### src/env_seq_pkg.sv
// shared constants and types of the sensor mode sequencer
package env_seq_pkg;
  // ==================================================
  // timing
  localparam int unsigned CLK_PERIOD_NS = 20;
  localparam int unsigned SAMPLE_TIME_NS = 2000;
  localparam int unsigned SAMPLE_CYC =
    (SAMPLE_TIME_NS + CLK_PERIOD_NS - 1) / CLK_PERIOD_NS;
  localparam int unsigned GAS_TIME_NS = 5000;
  localparam int unsigned GAS_CYC =
    (GAS_TIME_NS + CLK_PERIOD_NS - 1) / CLK_PERIOD_NS;
  localparam int unsigned HEAT_STEP_NS = 1000000;
  localparam int unsigned HEAT_MS_CYC =
    (HEAT_STEP_NS + CLK_PERIOD_NS - 1) / CLK_PERIOD_NS;
  // ==================================================
  // register offsets
  localparam logic [7:0] OFS_CTRL_HUM = 8'h00;
  localparam logic [7:0] OFS_CTRL_MEAS = 8'h04;
  localparam logic [7:0] OFS_CTRL_GAS = 8'h08;
  localparam logic [7:0] OFS_STATUS = 8'h0c;
  localparam logic [7:0] OFS_PROF_BASE = 8'h40;
  localparam logic [7:0] OFS_PROF_END = 8'h68;
  localparam logic [3:0] PROF_COUNT = 4'ha;
  // ==================================================
  // field positions
  localparam int MODE_LSB = 0;
  localparam int OSRS_P_LSB = 2;
  localparam int OSRS_T_LSB = 5;
  localparam int OSRS_H_LSB = 0;
  localparam int PROF_IDX_LSB = 0;
  localparam int RUN_GAS_BIT = 4;
  localparam int STAT_BUSY_BIT = 0;
  localparam int STAT_PEND_BIT = 1;
  localparam int STAT_HEAT_BIT = 2;
  localparam int STAT_STATE_LSB = 4;
  localparam int PROF_SET_LSB = 0;
  localparam int PROF_WAIT_LSB = 8;
  // ==================================================
  // codes and reset values
  localparam logic [1:0] MODE_SLEEP = 2'h0;
  localparam logic [1:0] MODE_FORCED = 2'h1;
  localparam logic [2:0] OSRS_SKIP = 3'h0;
  localparam logic [2:0] OSRS_X1 = 3'h1;
  localparam logic [2:0] OSRS_X2 = 3'h2;
  localparam logic [2:0] OSRS_X4 = 3'h3;
  localparam logic [2:0] OSRS_X8 = 3'h4;
  localparam logic [2:0] OSRS_X16 = 3'h5;
  localparam logic [2:0] RST_OSRS = 3'h0;
  localparam logic [3:0] RST_PROF_IDX = 4'h0;
  localparam logic [1:0] HTRANS_NONSEQ = 2'h2;
  localparam logic HRESP_OKAY = 1'b0;
  // ==================================================
  // types
  typedef enum logic [3:0] {
    ST_SLEEP, ST_TEMP, ST_PRES, ST_HUM, ST_LOAD,
    ST_GRAB, ST_HEAT, ST_GAS, ST_FINISH
  } seq_state_t;

  typedef struct packed {
    logic busy;
    logic conv_temp;
    logic conv_pres;
    logic conv_hum;
    logic conv_gas;
    logic heater_on;
    logic [7:0] heater_setpoint;
    logic cycle_done;
  } sensor_out_t;

  typedef struct packed {
    seq_state_t state;
    logic [1:0] mode;
    logic [2:0] osrs_t;
    logic [2:0] osrs_p;
    logic [2:0] osrs_h;
    logic [3:0] prof_idx;
    logic run_gas;
    logic pend;
    logic [1:0] pend_mode;
    logic [15:0] cnt;
    logic [11:0] ms_cnt;
    logic [7:0] setpoint;
    logic done;
    logic dph_valid;
    logic dph_write;
    logic dph_ok;
    logic dph_prof;
    logic [7:0] dph_addr;
    logic [31:0] rdata;
  } seq_regs_t;

  typedef struct packed {
    logic [9:0][15:0] mem;
    logic [15:0] rdata;
  } prof_mem_t;
endpackage

### src/env_sensor_mode_sequencer.sv
// mode control and measurement sequencer with ahb-lite registers
// What this block does
// RULE1: mode 00 sleeps, 01 runs forced cycle
// RULE2: enters sleep on its own after reset
// RULE3: mode change during measurement waits for end
// RULE4: pending mode change drops all control writes
// RULE5: host sets all controls before mode write
// RULE6: forced runs one cycle, then back to sleep
// RULE7: heater powered only in gas phase
// RULE8: order is temperature, pressure, humidity, gas
// RULE9: ten heater profiles, set-point plus duration
// RULE10: oversampling 16x down to 0x, 0x skips
// RULE11: humidity code 001 means one-times
// RULE12: temperature code 010 means two-times
// RULE13: pressure code 101 means sixteen-times
// RULE14: host writes humidity first, then t and p
// RULE15: profile index selects heater profile, 0 first
// RULE16: gas phase only when gas-run bit set
// RULE17: duration code 59h heats for 100 ms
// RULE18: writing 01 to mode starts a cycle
// RULE19: heating after humidity, then gas measured
//
// Implementation choices: the address map and register access over AHB-Lite.
`timescale 1ns/1ps
`default_nettype none
module env_sensor_mode_sequencer
  import env_seq_pkg::*;
#(
  parameter int unsigned HEAT_MS_CYCLES = HEAT_MS_CYC
) (
  // clock and reset
  input wire logic hclk,
  input wire logic hresetn,
  // ahb-lite slave
  input wire logic hsel,
  input wire logic [31:0] haddr,
  input wire logic [1:0] htrans,
  input wire logic hwrite,
  input wire logic [2:0] hsize,
  input wire logic [31:0] hwdata,
  input wire logic hready,
  output logic hreadyout,
  output logic hresp,
  output logic [31:0] hrdata,
  // sensor front end
  output sensor_out_t sensor
);
  localparam logic [15:0] MS_CNT = 16'(HEAT_MS_CYCLES);

  seq_regs_t s_reg, s_next;
  logic [15:0] prof_rdata;
  logic [3:0] mem_raddr;
  logic bus_prof_rd;
  logic mem_we;
  logic wr;

  // ==================================================
  // decode helpers
  function automatic logic prof_hit(input logic [7:0] a);
    return a >= OFS_PROF_BASE && a < OFS_PROF_END;
  endfunction

  function automatic logic [3:0] prof_of(input logic [7:0] a);
    logic [7:0] d;
    d = a - OFS_PROF_BASE;
    return d[5:2];
  endfunction

  function automatic logic [4:0] samples(input logic [2:0] c);
    unique case (c)
      OSRS_SKIP: return 5'h00;
      OSRS_X1: return 5'h01;
      OSRS_X2: return 5'h02;
      OSRS_X4: return 5'h04;
      OSRS_X8: return 5'h08;
      default: return 5'h10;
    endcase
  endfunction

  function automatic logic [15:0] conv_len(input logic [2:0] c);
    return 16'(samples(c) * SAMPLE_CYC);
  endfunction

  // wait code: six-bit value times 1, 4, 16 or 64 ms
  function automatic logic [11:0] heat_ms(input logic [7:0] c);
    return 12'(c[5:0]) << {c[7:6], 1'b0};
  endfunction

  function automatic seq_state_t stage(input int i);
    unique case (i)
      0: return ST_TEMP;
      1: return ST_PRES;
      2: return ST_HUM;
      default: return ST_LOAD;
    endcase
  endfunction

  // first enabled stage at or after from
  function automatic seq_state_t pick(input seq_regs_t r,
                                      input int from);
    logic [3:0] en;
    seq_state_t q;
    en = {r.run_gas, samples(r.osrs_h) != 5'h00,
          samples(r.osrs_p) != 5'h00, samples(r.osrs_t) != 5'h00};
    q = ST_FINISH;
    for (int i = 3; i >= 0; i--) begin
      if (en[i] && i >= from) begin
        q = stage(i);
      end
    end
    return q;
  endfunction

  // ==================================================
  // profile memory
  assign bus_prof_rd = hsel && hready && htrans[1] && !hwrite &&
                       haddr[31:8] == 24'h0 && prof_hit(haddr[7:0]);
  assign wr = s_reg.dph_valid && s_reg.dph_write && s_reg.dph_ok;
  assign mem_we = wr && !s_reg.pend && s_reg.dph_prof; // RULE4
  // bus reads win; the sequencer stays in load while a bus read hits the profiles
  assign mem_raddr = bus_prof_rd ? prof_of(haddr[7:0])
                                 : s_reg.prof_idx; // RULE15

  heater_profile_mem u_prof (
    .hclk(hclk),
    .hresetn(hresetn),
    .we(mem_we), // RULE9
    .waddr(prof_of(s_reg.dph_addr)),
    .wdata(hwdata[15:0]),
    .raddr(mem_raddr),
    .rdata(prof_rdata)
  );

  // ==================================================
  // next state
  always_comb begin
    logic start;
    logic [1:0] m;
    logic [11:0] ms;
    start = 1'b0;
    m = hwdata[MODE_LSB +: 2];
    ms = 12'h000;
    s_next = s_reg;
    s_next.done = 1'b0;
    // address phase capture
    s_next.dph_valid = hsel && hready && htrans[1];
    s_next.dph_write = hwrite;
    s_next.dph_addr = haddr[7:0];
    s_next.dph_ok = haddr[31:8] == 24'h0 && haddr[1:0] == 2'h0;
    s_next.dph_prof = prof_hit(haddr[7:0]);
    // data phase write, dropped while a mode change waits
    if (wr && !s_reg.pend) begin // RULE4
      unique case (s_reg.dph_addr)
        OFS_CTRL_HUM: s_next.osrs_h = hwdata[OSRS_H_LSB +: 3];
        OFS_CTRL_MEAS: begin
          s_next.osrs_t = hwdata[OSRS_T_LSB +: 3];
          s_next.osrs_p = hwdata[OSRS_P_LSB +: 3];
          if (s_reg.state == ST_SLEEP) begin
            s_next.mode = m;
            start = m == MODE_FORCED; // RULE18
          end else begin
            s_next.pend = 1'b1; // RULE3
            s_next.pend_mode = m;
          end
        end
        OFS_CTRL_GAS: begin
          s_next.prof_idx = hwdata[PROF_IDX_LSB +: 4];
          s_next.run_gas = hwdata[RUN_GAS_BIT];
        end
        default: begin
        end
      endcase
    end
    // sequencer
    s_next.cnt = s_reg.cnt - 16'h0001;
    unique case (s_reg.state)
      ST_SLEEP: begin
        if (start) begin
          s_next.state = pick(s_next, 0); // RULE1 RULE10
        end
      end
      ST_TEMP: begin
        if (s_reg.cnt == 16'h0001) begin
          s_next.state = pick(s_next, 1); // RULE8
        end
      end
      ST_PRES: begin
        if (s_reg.cnt == 16'h0001) begin
          s_next.state = pick(s_next, 2); // RULE8
        end
      end
      ST_HUM: begin
        if (s_reg.cnt == 16'h0001) begin
          s_next.state = pick(s_next, 3); // RULE8 RULE16
        end
      end
      ST_LOAD: begin
        if (!bus_prof_rd) begin
          s_next.state = ST_GRAB;
        end
      end
      ST_GRAB: begin
        s_next.setpoint = prof_rdata[PROF_SET_LSB +: 8]; // RULE15
        ms = heat_ms(prof_rdata[PROF_WAIT_LSB +: 8]); // RULE17
        s_next.ms_cnt = ms;
        s_next.cnt = MS_CNT;
        s_next.state = ms == 12'h000 ? ST_GAS : ST_HEAT; // RULE19
      end
      ST_HEAT: begin
        if (s_reg.cnt == 16'h0001) begin
          s_next.cnt = MS_CNT;
          s_next.ms_cnt = s_reg.ms_cnt - 12'h001;
          if (s_reg.ms_cnt == 12'h001) begin
            s_next.state = ST_GAS; // RULE19
          end
        end
      end
      ST_GAS: begin
        if (s_reg.cnt == 16'h0001) begin
          s_next.state = ST_FINISH;
        end
      end
      ST_FINISH: begin
        s_next.done = 1'b1;
        s_next.mode = MODE_SLEEP; // RULE6
        s_next.state = ST_SLEEP;
        // a mode write landing in this last cycle runs now, not stranded
        if (s_next.pend) begin
          s_next.pend = 1'b0; // RULE3
          s_next.mode = s_next.pend_mode;
          if (s_next.pend_mode == MODE_FORCED) begin
            s_next.state = pick(s_next, 0);
          end
        end
      end
      default: s_next.state = ST_SLEEP;
    endcase
    // conversion length taken on entry
    if (s_next.state != s_reg.state) begin
      unique case (s_next.state)
        ST_TEMP: s_next.cnt = conv_len(s_next.osrs_t); // RULE12
        ST_PRES: s_next.cnt = conv_len(s_next.osrs_p); // RULE13
        ST_HUM: s_next.cnt = conv_len(s_next.osrs_h); // RULE11
        ST_GAS: s_next.cnt = 16'(GAS_CYC);
        default: begin
        end
      endcase
    end
    // read data reflect this cycle's write
    s_next.rdata = 32'h0000_0000;
    if (haddr[31:8] == 24'h0) begin
      unique case (haddr[7:0])
        OFS_CTRL_HUM: s_next.rdata[OSRS_H_LSB +: 3] = s_next.osrs_h;
        OFS_CTRL_MEAS: begin
          s_next.rdata[OSRS_T_LSB +: 3] = s_next.osrs_t;
          s_next.rdata[OSRS_P_LSB +: 3] = s_next.osrs_p;
          s_next.rdata[MODE_LSB +: 2] = s_next.mode;
        end
        OFS_CTRL_GAS: begin
          s_next.rdata[PROF_IDX_LSB +: 4] = s_next.prof_idx;
          s_next.rdata[RUN_GAS_BIT] = s_next.run_gas;
        end
        OFS_STATUS: begin
          s_next.rdata[STAT_BUSY_BIT] = s_reg.state != ST_SLEEP;
          s_next.rdata[STAT_PEND_BIT] = s_reg.pend;
          s_next.rdata[STAT_HEAT_BIT] = sensor.heater_on;
          s_next.rdata[STAT_STATE_LSB +: 4] = s_reg.state;
        end
        default: begin
        end
      endcase
    end
  end

  always_ff @(posedge hclk or negedge hresetn) begin
    if (!hresetn) begin
      s_reg <= '0; // RULE2
      s_reg.state <= ST_SLEEP;
      s_reg.mode <= MODE_SLEEP;
      s_reg.osrs_t <= RST_OSRS;
      s_reg.osrs_p <= RST_OSRS;
      s_reg.osrs_h <= RST_OSRS;
      s_reg.prof_idx <= RST_PROF_IDX;
    end else begin
      s_reg <= s_next;
    end
  end

  // ==================================================
  // outputs
  assign hreadyout = 1'b1;
  assign hresp = HRESP_OKAY;
  assign hrdata = s_reg.dph_prof && s_reg.dph_ok
                ? {16'h0000, prof_rdata} : s_reg.rdata;

  always_comb begin
    sensor = '0;
    sensor.busy = s_reg.state != ST_SLEEP;
    sensor.conv_temp = s_reg.state == ST_TEMP;
    sensor.conv_pres = s_reg.state == ST_PRES;
    sensor.conv_hum = s_reg.state == ST_HUM;
    sensor.conv_gas = s_reg.state == ST_GAS;
    // plate only hot while heating and sensing gas
    sensor.heater_on = s_reg.state == ST_HEAT ||
                       s_reg.state == ST_GAS; // RULE7
    sensor.heater_setpoint = s_reg.setpoint;
    sensor.cycle_done = s_reg.done;
  end
endmodule
`default_nettype wire

### src/heater_profile_mem.sv
// ten heater profiles, registered read, write-first
`timescale 1ns/1ps
`default_nettype none
module heater_profile_mem
  import env_seq_pkg::*;
(
  // clock and reset
  input wire logic hclk,
  input wire logic hresetn,
  // write port
  input wire logic we,
  input wire logic [3:0] waddr,
  input wire logic [15:0] wdata,
  // read port
  input wire logic [3:0] raddr,
  output logic [15:0] rdata
);
  prof_mem_t s_reg, s_next;

  always_comb begin
    s_next = s_reg;
    if (we && waddr < PROF_COUNT) begin
      s_next.mem[waddr] = wdata;
    end
    // indices past the last profile read as zero
    if (raddr < PROF_COUNT) begin
      s_next.rdata = s_next.mem[raddr];
    end else begin
      s_next.rdata = 16'h0000;
    end
  end

  always_ff @(posedge hclk or negedge hresetn) begin
    if (!hresetn) begin
      s_reg <= '0;
    end else begin
      s_reg <= s_next;
    end
  end

  assign rdata = s_reg.rdata;
endmodule
`default_nettype wire

### config.mk
export PLATFORM = sky130hd
export DESIGN_NAME = env_sensor_mode_sequencer
export DESIGN_NICKNAME = d
export VERILOG_FILES = /design/src/env_seq_pkg.sv /design/src/env_sensor_mode_sequencer.sv /design/src/heater_profile_mem.sv
export SDC_FILE = /design/constraint.sdc
export NUM_CORES = 1
export LEC_CHECK = 0
export BUFFER_PORTS_ARGS = -buffer_cell sky130_fd_sc_hd__buf_4
export CAP_MARGIN = 5
export CORE_MARGIN = 2
export CORE_UTILIZATION = 44
export CTS_BUF_LIST = sky130_fd_sc_hd__clkbuf_8
export CTS_CLUSTER_SIZE = 25
export DETAILED_ROUTE_END_ITERATION = 7
export PLACE_DENSITY = 0.7
export SYNTH_ARGS = -nofsm -noshare
export SYNTH_HDL_FRONTEND = slang
export SYNTH_SLANG_ARGS = --single-unit
### constraint.sdc
create_clock -name hclk -period 5.2 [get_ports hclk]
set_clock_uncertainty 0.15 [all_clocks]
set_input_delay 1.04 -clock hclk [delete_from_list [all_inputs] [get_ports hclk]]
set_output_delay 1.04 -clock hclk [all_outputs]
set_load 0.03 [all_outputs]
==> qor.json, run 1 <==
{
  "clock-sinks": 256,
  "layout_setup_ws_ns": 0.316,
  "timing_worst_setup_path_type": "flop to flop",
  "route.detailed.drc": 0,
  "place.detailed.hpwl_mm": 25.2,
  "final_max_slew_viol_count": 0,
  "seq_area_frac_synth": 0.450,
  "pre_cts_ws_ns": 0.378,
  "grt_usage": 0.218,
  "die_w_um": 184,
  "synthXorXnorAreaFrac": 0.0142,
  "finalPower_mw": 5.76,
  "rrSetupSlack_ns": 0.32,
  "numCtsBuffers": 44,
  "worstHoldStart": "u_prof.rdata[7]",
  "cts_tree": "done",
  "critical_path.startpoint_type": "flop",
  "critical-path-top-delay-family": "simple AND/OR/NAND/NOR gates",
  "drt_wl_total_mm": 36.5,
  "via_per_inst": 5.87,
  "clk_pin_slew_worst_paths_ns": 0.06,
  "antenna_cells_inserted": 0,
  "worst_slew_pin_slew_ns": 1.17,
  "finalWorstPathRequiredPeriod_ns": 4.88,
  "worstReg2RegStart": "s_reg[41]",
  "vias": 10759,
  "crit_path_top_delay_cell": "dfrtp_1",
  "synth_top_area_frac": 0.450,
  "synth.avg_cell_area_um2": 10.7,
  "min_delay_path_depth": 2,
  "path_cells": "and4b_1, nand4_2, mux2i_1, inv_1, nor3_1, inv_1, ha_1, o41ai_1, a31oi_1, nor4b_2, o2bb2ai_2, nor2_2, inv_1, a22oi_1, o211a_1, buf_4, mux2i_1",
  "cells_after_synthesis": 1326,
  "cp_slowest_stage_delay_ns": 0.55,
  "yosysUniqueCellTypes": 80,
  "synth_mux_area_frac": 0.166,
  "layout.core_utilization": 0.507,
  "max_slew_margin": 0.220,
  "cp_max_fo": 10,
  "synth-main-ff-cell": "dfrtp_1",
  "worst-endpoint-arrival_ns": 5.22,
  "worst_hold_path.endpoint": "sensor[8]",
  "route.detailed.wl_per_inst_um": 19.9,
  "synthToLayoutAreaGrowth_pct": 13.0,
  "final_antenna_net_count": 0,
  "fin_hold_ws_ns": 0.303,
  "unrepaired_setup_endpoints_after_global_routing": "no",
  "cpMostUsedCell": "inv_1",
  "synth_top_cells_by_count": "256 x dfrtp_1, 177 x mux2_2, 130 x nand2_1",
  "drt_first_pass_iters": 8,
  "synth.most_common_cell": "dfrtp_1",
  "synth.top_cells.by_area": "dfrtp_1 45%, mux2_2 14%, ha_1 3.6%",
  "design.die.area_mm2": 0.0338,
  "ios": 123,
  "asr_flop_ratio_synth": 1.00,
  "synth_enable_flop_cells": 0,
  "layout.nets": 1514,
  "fp-row-count": 65,
  "r2r.worst_path.cells": 17,
  "clkLatencyLatePin_ns": 0.58,
  "power.leakage_nw": 7.42,
  "number_of_port_buffers": 84,
  "clockBufferDepth": 3,
  "synthesized_area_fraction_occupied_by_adder_cells": 0.0389,
  "start_util": 0.449,
  "number_of_flip_flops_under_the_largest_register_name": 160,
  "cts.htree.levels": 2,
  "hold_viol": 0,
  "synth-seq-cells": 256,
  "maxClockFrequency_ghz": 0.205,
  "grt_pass1_vias": 10657,
  "crit_reg_reg_endpoint": "s_reg[71]",
  "number_of_antenna_violations_at_the_first_check_in_global_routing": 0,
  "timing.critical_path.to_type": "flop",
  "die-height_um": 184,
  "synth.cell_area_mm2": 0.0142,
  "fin_tns_setup_ns": 0,
  "cp_data_required_time_ns": 5.54,
  "synth_top_family_by_area": "multiplexers",
  "synth_compound_area_frac": 0.140,
  "grt_start_max_net_pins": 126,
  "synth_simple_gate_area_share": 0.136,
  "cts_post_setup_buffers_inserted": 0,
  "vdd_ir_drop_max_v": 0.000233,
  "layout_filler_cell_count": 2798,
  "min-delay-path-class": "flop to flop",
  "yosys_warnings": 0,
  "setup_viol_count_final": 0,
  "netlist.top_cell.by_area": "dfrtp_1",
  "share_of_the_clock_period_used_by_the_worst_path_after_layout": 0.939,
  "grt_first_pass_wirelength_mm": 58.5,
  "timing.critical_path.buf_inv": 4,
  "drt-initial-drc-count": 922,
  "layout_cells_sized_above_1": 0.280,
  "power.density_cell_area_mw_per_mm2": 359,
  "fp.coreArea_mm2": 0.0317,
  "root_buffer": "clkbuf_8",
  "drv.max_cap_violation_count": 0,
  "run_status": "finished, final reports clean",
  "gp_congestion": 0.865,
  "grt.overflow.total": 0
}
## logic make-up after synthesis
group                    Yosys count
buffers and inverters            160
AO/OA/AOI/OAI                    268
XOR/XNOR                          23
adder cells (fa/ha/maj)           43
AND/OR/NAND/NOR                  366
multiplexers                     208
other                              2
flip-flops                       256
## layer usage
layer	vias to the layer above	global-route usage	routed length, um
met4	0	0.0595	778
li1	4967	-	-
met3	64	0.0327	2080
met5	-	0	0
met1	5367	0.302	16200
met2	361	0.356	17400
## cell type report
type                            count  area, um^2  area share
Clock buffer                       55         757      0.0471
Clock inverter                     24         145     0.00903
Inverter                           39         146     0.00911
Multi-Input combinational cell    930        7170       0.446
Sequential cell                   256        6410       0.398
Tap cell                          402         503      0.0313
Timing Repair Buffer              126         953      0.0593
## cell usage in the layout (no fill, tap or decap), types with 13 or more instances in the layout
master    netlist  routed
a211oi_1       37      37
a21oi_1        46      46
a22o_1         32      32
a22oi_1        34      34
a311oi_1       32      32
and3_1         16      16
buf_4          33     125
clkbuf_8        0      55
conb_1          2      22
dfrtp_1       256     256
ha_1           41      41
inv_1          38      57
mux2_2        177     177
mux2i_1        23      21
nand2_1       130     130
nand2b_1       25      25
nor2_1         46      46
nor2b_1        13      13
nor3_1         25      25
nor4_1         15      15
o21ai_0        16      16
or3_1          26      26
xnor2_1        18      18
## metrics by stage
stage                     cell area [um^2]  instances
after global placement               15200       1753
final                                16100       1832
after CTS                            16100       1832
after floorplan                      14300       1346
after detailed placement             15200       1753
after global routing                 16100       1832
## worst register-to-register path, stage by stage (launching register included)
cell       delay (ns)
dfrtp_1          0.55
and4b_1          0.40
nand4_2          0.24
mux2i_1          0.39
inv_1            0.20
nor3_1           0.40
inv_1            0.12
ha_1             0.23
o41ai_1          0.09
a31oi_1          0.23
nor4b_2          0.27
o2bb2ai_2        0.20
nor2_2           0.23
inv_1            0.10
a22oi_1          0.24
o211a_1          0.36
buf_4            0.22
mux2i_1          0.21
## report_power, final
part / total [mW] / switching [mW] / internal, mW
Sequential: 2.37 / 0.190 / 2.18
Combinational: 1.56 / 0.920 / 0.635
Clock: 1.84 / 0.829 / 1.01
Total: 5.76 / 1.94 / 3.83
## worst max path at each step
stage,start,endpoint,slack [ns],cells past startpoint
after floorplan,s_reg[33],s_reg[69],0.94,17
after global placement,s_reg[34],s_reg[68],0.46,16
after detailed placement,s_reg[34],s_reg[71],0.38,17
after CTS,s_reg[34],s_reg[71],0.39,17
after global routing,s_reg[34],s_reg[71],0.02,17
final,s_reg[41],s_reg[71],0.32,17
## repair_timing
item                                    CTS  global route
resized for setup                         0             2
endpoints found under the setup margin    0             3
hold buffers                              0             0
No activity file was read; power rests on OpenSTA's default activity.
==> inputs of run 2 (changes only) <==
CORE_UTILIZATION = 39   (was 44)
PLACE_DENSITY = 0.64   (was 0.7)
==> qor.json, run 2 (synthesis gave the netlist of run 1 again) <==
{
  "mostFrequentLayoutCells": "256 x dfrtp_1, 177 x mux2_2, 133 x buf_4",
  "min-delay-path-class": "flop to flop",
  "ctsHoldBuffers": 0,
  "worst-endpoint-arrival_ns": 5.08,
  "layout_setup_ws_ns": 0.434,
  "pre_cts_ws_ns": 0.497,
  "vdd_ir_drop_max_v": 0.000184,
  "dr_wl_met2_mm": 17.8,
  "number_of_antenna_violations_at_the_first_check_in_global_routing": 0,
  "timing_worst_setup_path_type": "flop to flop",
  "clock-sinks": 256,
  "maxClockFrequency_ghz": 0.210,
  "root_buffer": "clkbuf_8",
  "route.detailed.wl_per_inst_um": 19.9,
  "cts_tree": "done",
  "cp_max_fo": 7,
  "met1Wirelength_mm": 17.4,
  "power_switching_share": 0.337,
  "critical-path-top-delay-family": "compound AO/OA/AOI/OAI gates",
  "cts.htree.levels": 2,
  "worstReg2RegStart": "s_reg[33]",
  "drv.max_cap_violation_count": 0,
  "drt_wl_total_mm": 37.7,
  "crit_path_top_delay_cell": "a31oi_1",
  "layout.core_utilization": 0.453,
  "vias": 10661,
  "setup_viol_count_final": 0,
  "sw_power_mw": 1.94,
  "worst_slew_pin_slew_ns": 0.960,
  "dr.max_layer_used": "met4",
  "grt.overflow.total": 0,
  "clockBufferDepth": 3,
  "grt_first_pass_wirelength_mm": 60.3,
  "fin_hold_ws_ns": 0.315,
  "route.detailed.drc": 0,
  "unrepaired_setup_endpoints_after_global_routing": "no",
  "timing.critical_path.buf_inv": 1,
  "grt_start_max_net_pins": 126,
  "final_max_slew_viol_count": 0,
  "run_status": "finished, final reports clean",
  "fp.coreArea_mm2": 0.0357,
  "detailroute.wirelength.met3_mm": 1.75,
  "number_of_port_buffers": 84,
  "numCtsBuffers": 45,
  "cts_post_setup_buffers_inserted": 0,
  "critical_path.startpoint_type": "flop",
  "drt-initial-drc-count": 790,
  "power_frac_comb": 0.270,
  "max_slew_margin": 0.360,
  "place.detailed.hpwl_mm": 26.0,
  "cellInternalPower_mw": 3.81,
  "finalWorstPathRequiredPeriod_ns": 4.77,
  "layout_commonest_cell": "dfrtp_1",
  "cp_data_required_time_ns": 5.51,
  "drt_first_pass_iters": 5,
  "design.die.area_mm2": 0.0380,
  "ios": 123,
  "cp_slowest_stage_delay_ns": 0.54,
  "share_of_the_clock_period_used_by_the_worst_path_after_layout": 0.917,
  "cp-startpoint": "s_reg[33]",
  "number_of_flip_flops_under_the_largest_register_name": 160,
  "fp-row-count": 69,
  "fin_tns_setup_ns": 0,
  "die-height_um": 195,
  "clk_pin_slew_worst_paths_ns": 0.06,
  "antenna_cells_inserted": 0,
  "cts_repair_resize_count": 0,
  "timing.critical_path.to_type": "flop",
  "layout.nets": 1523,
  "hold_viol": 0,
  "synthToLayoutAreaGrowth_pct": 13.7,
  "gp_congestion": 0.902,
  "via_per_inst": 5.61,
  "die_w_um": 195,
  "final_antenna_net_count": 0,
  "power.clock.fraction": 0.318,
  "clkLatencyLatePin_ns": 0.57,
  "layout_cells_sized_above_1": 0.285,
  "grt_pass1_vias": 10724,
  "share_seq_of_total_power": 0.412,
  "start_util": 0.398,
  "grt_usage": 0.198,
  "power.leakage_nw": 7.44,
  "worstHoldStart": "u_prof.rdata[3]",
  "power.density_cell_area_mw_per_mm2": 355,
  "path_cells": "nor4_4, nand4_2, mux2i_1, nor3_1, inv_1, ha_1, o41ai_1, a31oi_1, nand4_1, a2bb2oi_1, nor4_1, o211ai_1, o211a_1, mux2_2"
}
==> run 2: cell count changes in the layout (fill, tap and decap cells not counted) <==
cell	previous run	this run
a2bb2oi_2	1	0
and4_1	0	1
buf_4	125	133
and4_2	1	0
inv_6	0	1
clkinv_8	1	0
clkbuf_8	55	54
inv_1	57	53
a2bb2oi_1	2	3
clkinv_2	1	7
inv_8	2	1
==> run 2: layout make-up <==
type                            instances  area, um^2
Sequential cell                       256        6410
Multi-Input combinational cell        930        7160
Inverter                               39         146
Clock inverter                         25         141
Timing Repair Buffer                  134        1010
Clock buffer                           54         743
Tap cell                              461         577
Fill cell                            3381       19600
==> run 2: through the flow <==
| step | cell area (um^2) | power, mW | cells |
|---|---|---|---|
| finish | 16200 | 5.75 | 1899 |
| global route | 16200 | 6.05 | 1899 |
| CTS | 16200 | 5.79 | 1899 |
| detailed placement | 15300 | 3.94 | 1820 |
| global placement | 15300 | 3.91 | 1820 |
| floorplan | 14300 | 3.52 | 1346 |
==> run 2: worst register-to-register path: cells and delay by family, from the launching register on <==
kind,cells,cell delay (ns)
mux,2,0.77
compound gates,5,1.86
simple gates,5,1.19
fa+ha+maj,1,0.20
flops,1,0.40
buf+inv,1,0.11
==> run 2: layer usage <==
layer	GRT usage	vias up
li1	-	4973
met5	0	-
met4	0.0551	0
met2	0.327	282
met1	0.275	5351
met3	0.0264	55
==> run 2: final timing paths <==
path	slack, ns	cells past startpoint	endpoint
worst max-delay path	0.43	14	s_reg[68]
worst min-delay path	0.31	2	sensor[4]
worst max register to register	0.43	14	s_reg[68]
worst min register to register	0.31	2	sensor[4]
max in group asynchronous	3.35	2	u_prof.s_reg[51]
min in group asynchronous	0.38	1	s_reg[71]
==> run 2: power by group through the flow <==
stage / Clock [mW] / Sequential (mW) / Combinational, mW
after global routing: 1.96 / 2.40 / 1.70
after floorplan: 0 / 2.32 / 1.20
final: 1.83 / 2.37 / 1.55
after detailed placement: 0 / 2.40 / 1.54
after CTS: 1.87 / 2.36 / 1.55
after global placement: 0 / 2.39 / 1.52
==> inputs of run 3 (changes only) <==
CORE_ASPECT_RATIO = 2   (was not set)
SKIP_LAST_GASP = 1   (was not set)
==> qor.json, run 3 (synthesis gave the netlist of run 1 again) <==
{
  "number_of_antenna_violations_at_the_first_check_in_global_routing": 0,
  "drt-initial-drc-count": 761,
  "power.clock.fraction": 0.318,
  "hold_viol": 0,
  "finalPower_mw": 5.77,
  "route.detailed.drc": 0,
  "timing_worst_setup_path_type": "flop to flop",
  "number_of_port_buffers": 84,
  "numCtsBuffers": 41,
  "fin_hold_ws_ns": 0.321,
  "drt_wl_total_mm": 37.5,
  "r2r.worst_path.cells": 16,
  "gp_congestion": 0.887,
  "fp.coreArea_mm2": 0.0362,
  "grt.overflow.total": 0,
  "power_switching_share": 0.337,
  "cellInternalPower_mw": 3.82,
  "share_of_the_clock_period_used_by_the_worst_path_after_layout": 0.932,
  "cts_post_setup_buffers_inserted": 0,
  "grt_first_pass_wirelength_mm": 59.6,
  "layout.nets": 1509,
  "grt_start_max_net_pins": 120,
  "grt_usage": 0.194,
  "worstReg2RegStart": "s_reg[33]",
  "unrepaired_setup_endpoints_after_global_routing": "no",
  "worst_slew_pin_slew_ns": 1.23,
  "maxClockFrequency_ghz": 0.206,
  "route.detailed.wl_per_inst_um": 20.0,
  "timing.critical_path.to_type": "flop",
  "number_of_flip_flops_under_the_largest_register_name": 160,
  "die-height_um": 274,
  "clockBufferDepth": 3,
  "min_delay_path_depth": 2,
  "clk_pin_slew_worst_paths_ns": 0.06,
  "setup_viol_count_final": 0,
  "grt_pass1_vias": 11000,
  "max_slew_margin": 0.180,
  "finalWorstPathRequiredPeriod_ns": 4.84,
  "share_seq_of_total_power": 0.411,
  "power.leakage_nw": 7.35,
  "via_per_inst": 5.79,
  "min-delay-path-class": "flop to flop",
  "clock-sinks": 256,
  "layout_cells_sized_above_1": 0.281,
  "vias": 10851,
  "ctsHoldBuffers": 0,
  "crit_reg_reg_endpoint": "s_reg[68]",
  "power.density_cell_area_mw_per_mm2": 358,
  "worstHoldStart": "u_prof.rdata[0]",
  "root_buffer": "clkbuf_8",
  "sw_power_mw": 1.95,
  "clkLatencyLatePin_ns": 0.58,
  "fp-row-count": 99,
  "die_w_um": 139,
  "cts_tree": "done",
  "ios": 123,
  "cp_data_required_time_ns": 5.50,
  "power_frac_comb": 0.272,
  "vdd_ir_drop_max_v": 0.000266,
  "layout_filler_cell_count": 3422,
  "worst-endpoint-arrival_ns": 5.15,
  "rrSetupSlack_ns": 0.36,
  "critical_path.startpoint_type": "flop",
  "drt_first_pass_iters": 5,
  "start_util": 0.393,
  "final_antenna_net_count": 0,
  "antenna_cells_inserted": 0,
  "worst_hold_path.endpoint": "sensor[1]",
  "place.detailed.hpwl_mm": 25.8,
  "cp_max_fo": 7,
  "cts.htree.levels": 2,
  "synthToLayoutAreaGrowth_pct": 13.2,
  "design.die.area_mm2": 0.0381,
  "run_status": "finished, final reports clean",
  "final_max_slew_viol_count": 0,
  "drv.max_cap_violation_count": 0,
  "layout_commonest_cell": "dfrtp_1",
  "mostFrequentLayoutCells": "256 x dfrtp_1, 177 x mux2_2, 130 x nand2_1",
  "fin_tns_setup_ns": 0
}
-- run 3: power groups by stage --
stage	sequential, mW	combinational (mW)	clock, mW
2_1_floorplan	2.32	1.20	0
3_3_place_gp	2.39	1.51	0
3_5_place_dp	2.40	1.55	0
4_1_cts	2.36	1.56	1.88
5_1_grt	2.39	1.71	1.96
6_report	2.37	1.57	1.83
-- run 3: worst max-delay path by stage --
stage                endpoint  slack [ns]      start
finish              s_reg[68]        0.36  s_reg[33]
global route        s_reg[68]        0.05  s_reg[35]
CTS                 s_reg[76]        0.24  s_reg[33]
detailed placement  s_reg[76]        0.29  s_reg[33]
global placement    s_reg[74]        0.42  s_reg[33]
floorplan           s_reg[69]        0.94  s_reg[33]
-- run 3: final cells by class --
class | instances | area (um^2) | area share
Timing Repair Buffer | 124 | 967 | 0.0600
Clock buffer | 52 | 716 | 0.0444
Multi-Input combinational cell | 930 | 7160 | 0.445
Sequential cell | 256 | 6410 | 0.398
Inverter | 39 | 146 | 0.00908
Tap cell | 454 | 568 | 0.0353
Clock inverter | 18 | 146 | 0.00908
-- run 3: critical path: stages (launching register included) --
cell and delay, ns:
dfrtp_1 0.41, nor4_4 0.42, nand4_2 0.27, mux2i_1 0.43, inv_1 0.24, nor3_1 0.39, inv_1 0.14, ha_1 0.22
o41ai_1 0.08, a31oi_1 0.22, nor4b_2 0.27, o2bb2ai_2 0.20, nor2_2 0.24, inv_1 0.09, a22oi_1 0.21, o211a_1 0.39
mux2_2 0.37
-- run 3: repair_timing --
| item | in CTS | in global routing |
|---|---|---|
| gates resized for setup | 0 | 2 |
| endpoints found under the hold margin | 0 | 0 |
| setup endpoints to repair | 0 | 13 |
-- run 3: per-layer routing --
| metal | routed length, um | track usage |
|---|---|---|
| met4 | 1320 | 0.0808 |
| met2 | 17500 | 0.311 |
| met3 | 1960 | 0.0276 |
| met1 | 16700 | 0.265 |
| met5 | 0 | 0 |
-- run 3: through the flow --
stage / cells / cell area [um^2] / utilization / setup slack, ns
5_1_grt: 1873 / 16100 / 0.446 / 0.0514
6_report: 1873 / 16100 / 0.446 / 0.356
3_5_place_dp: 1802 / 15200 / 0.421 / 0.287
3_3_place_gp: 1802 / 15200 / 0.421 / 0.418
4_1_cts: 1872 / 16100 / 0.445 / 0.240
2_1_floorplan: 1346 / 14300 / - / 0.935
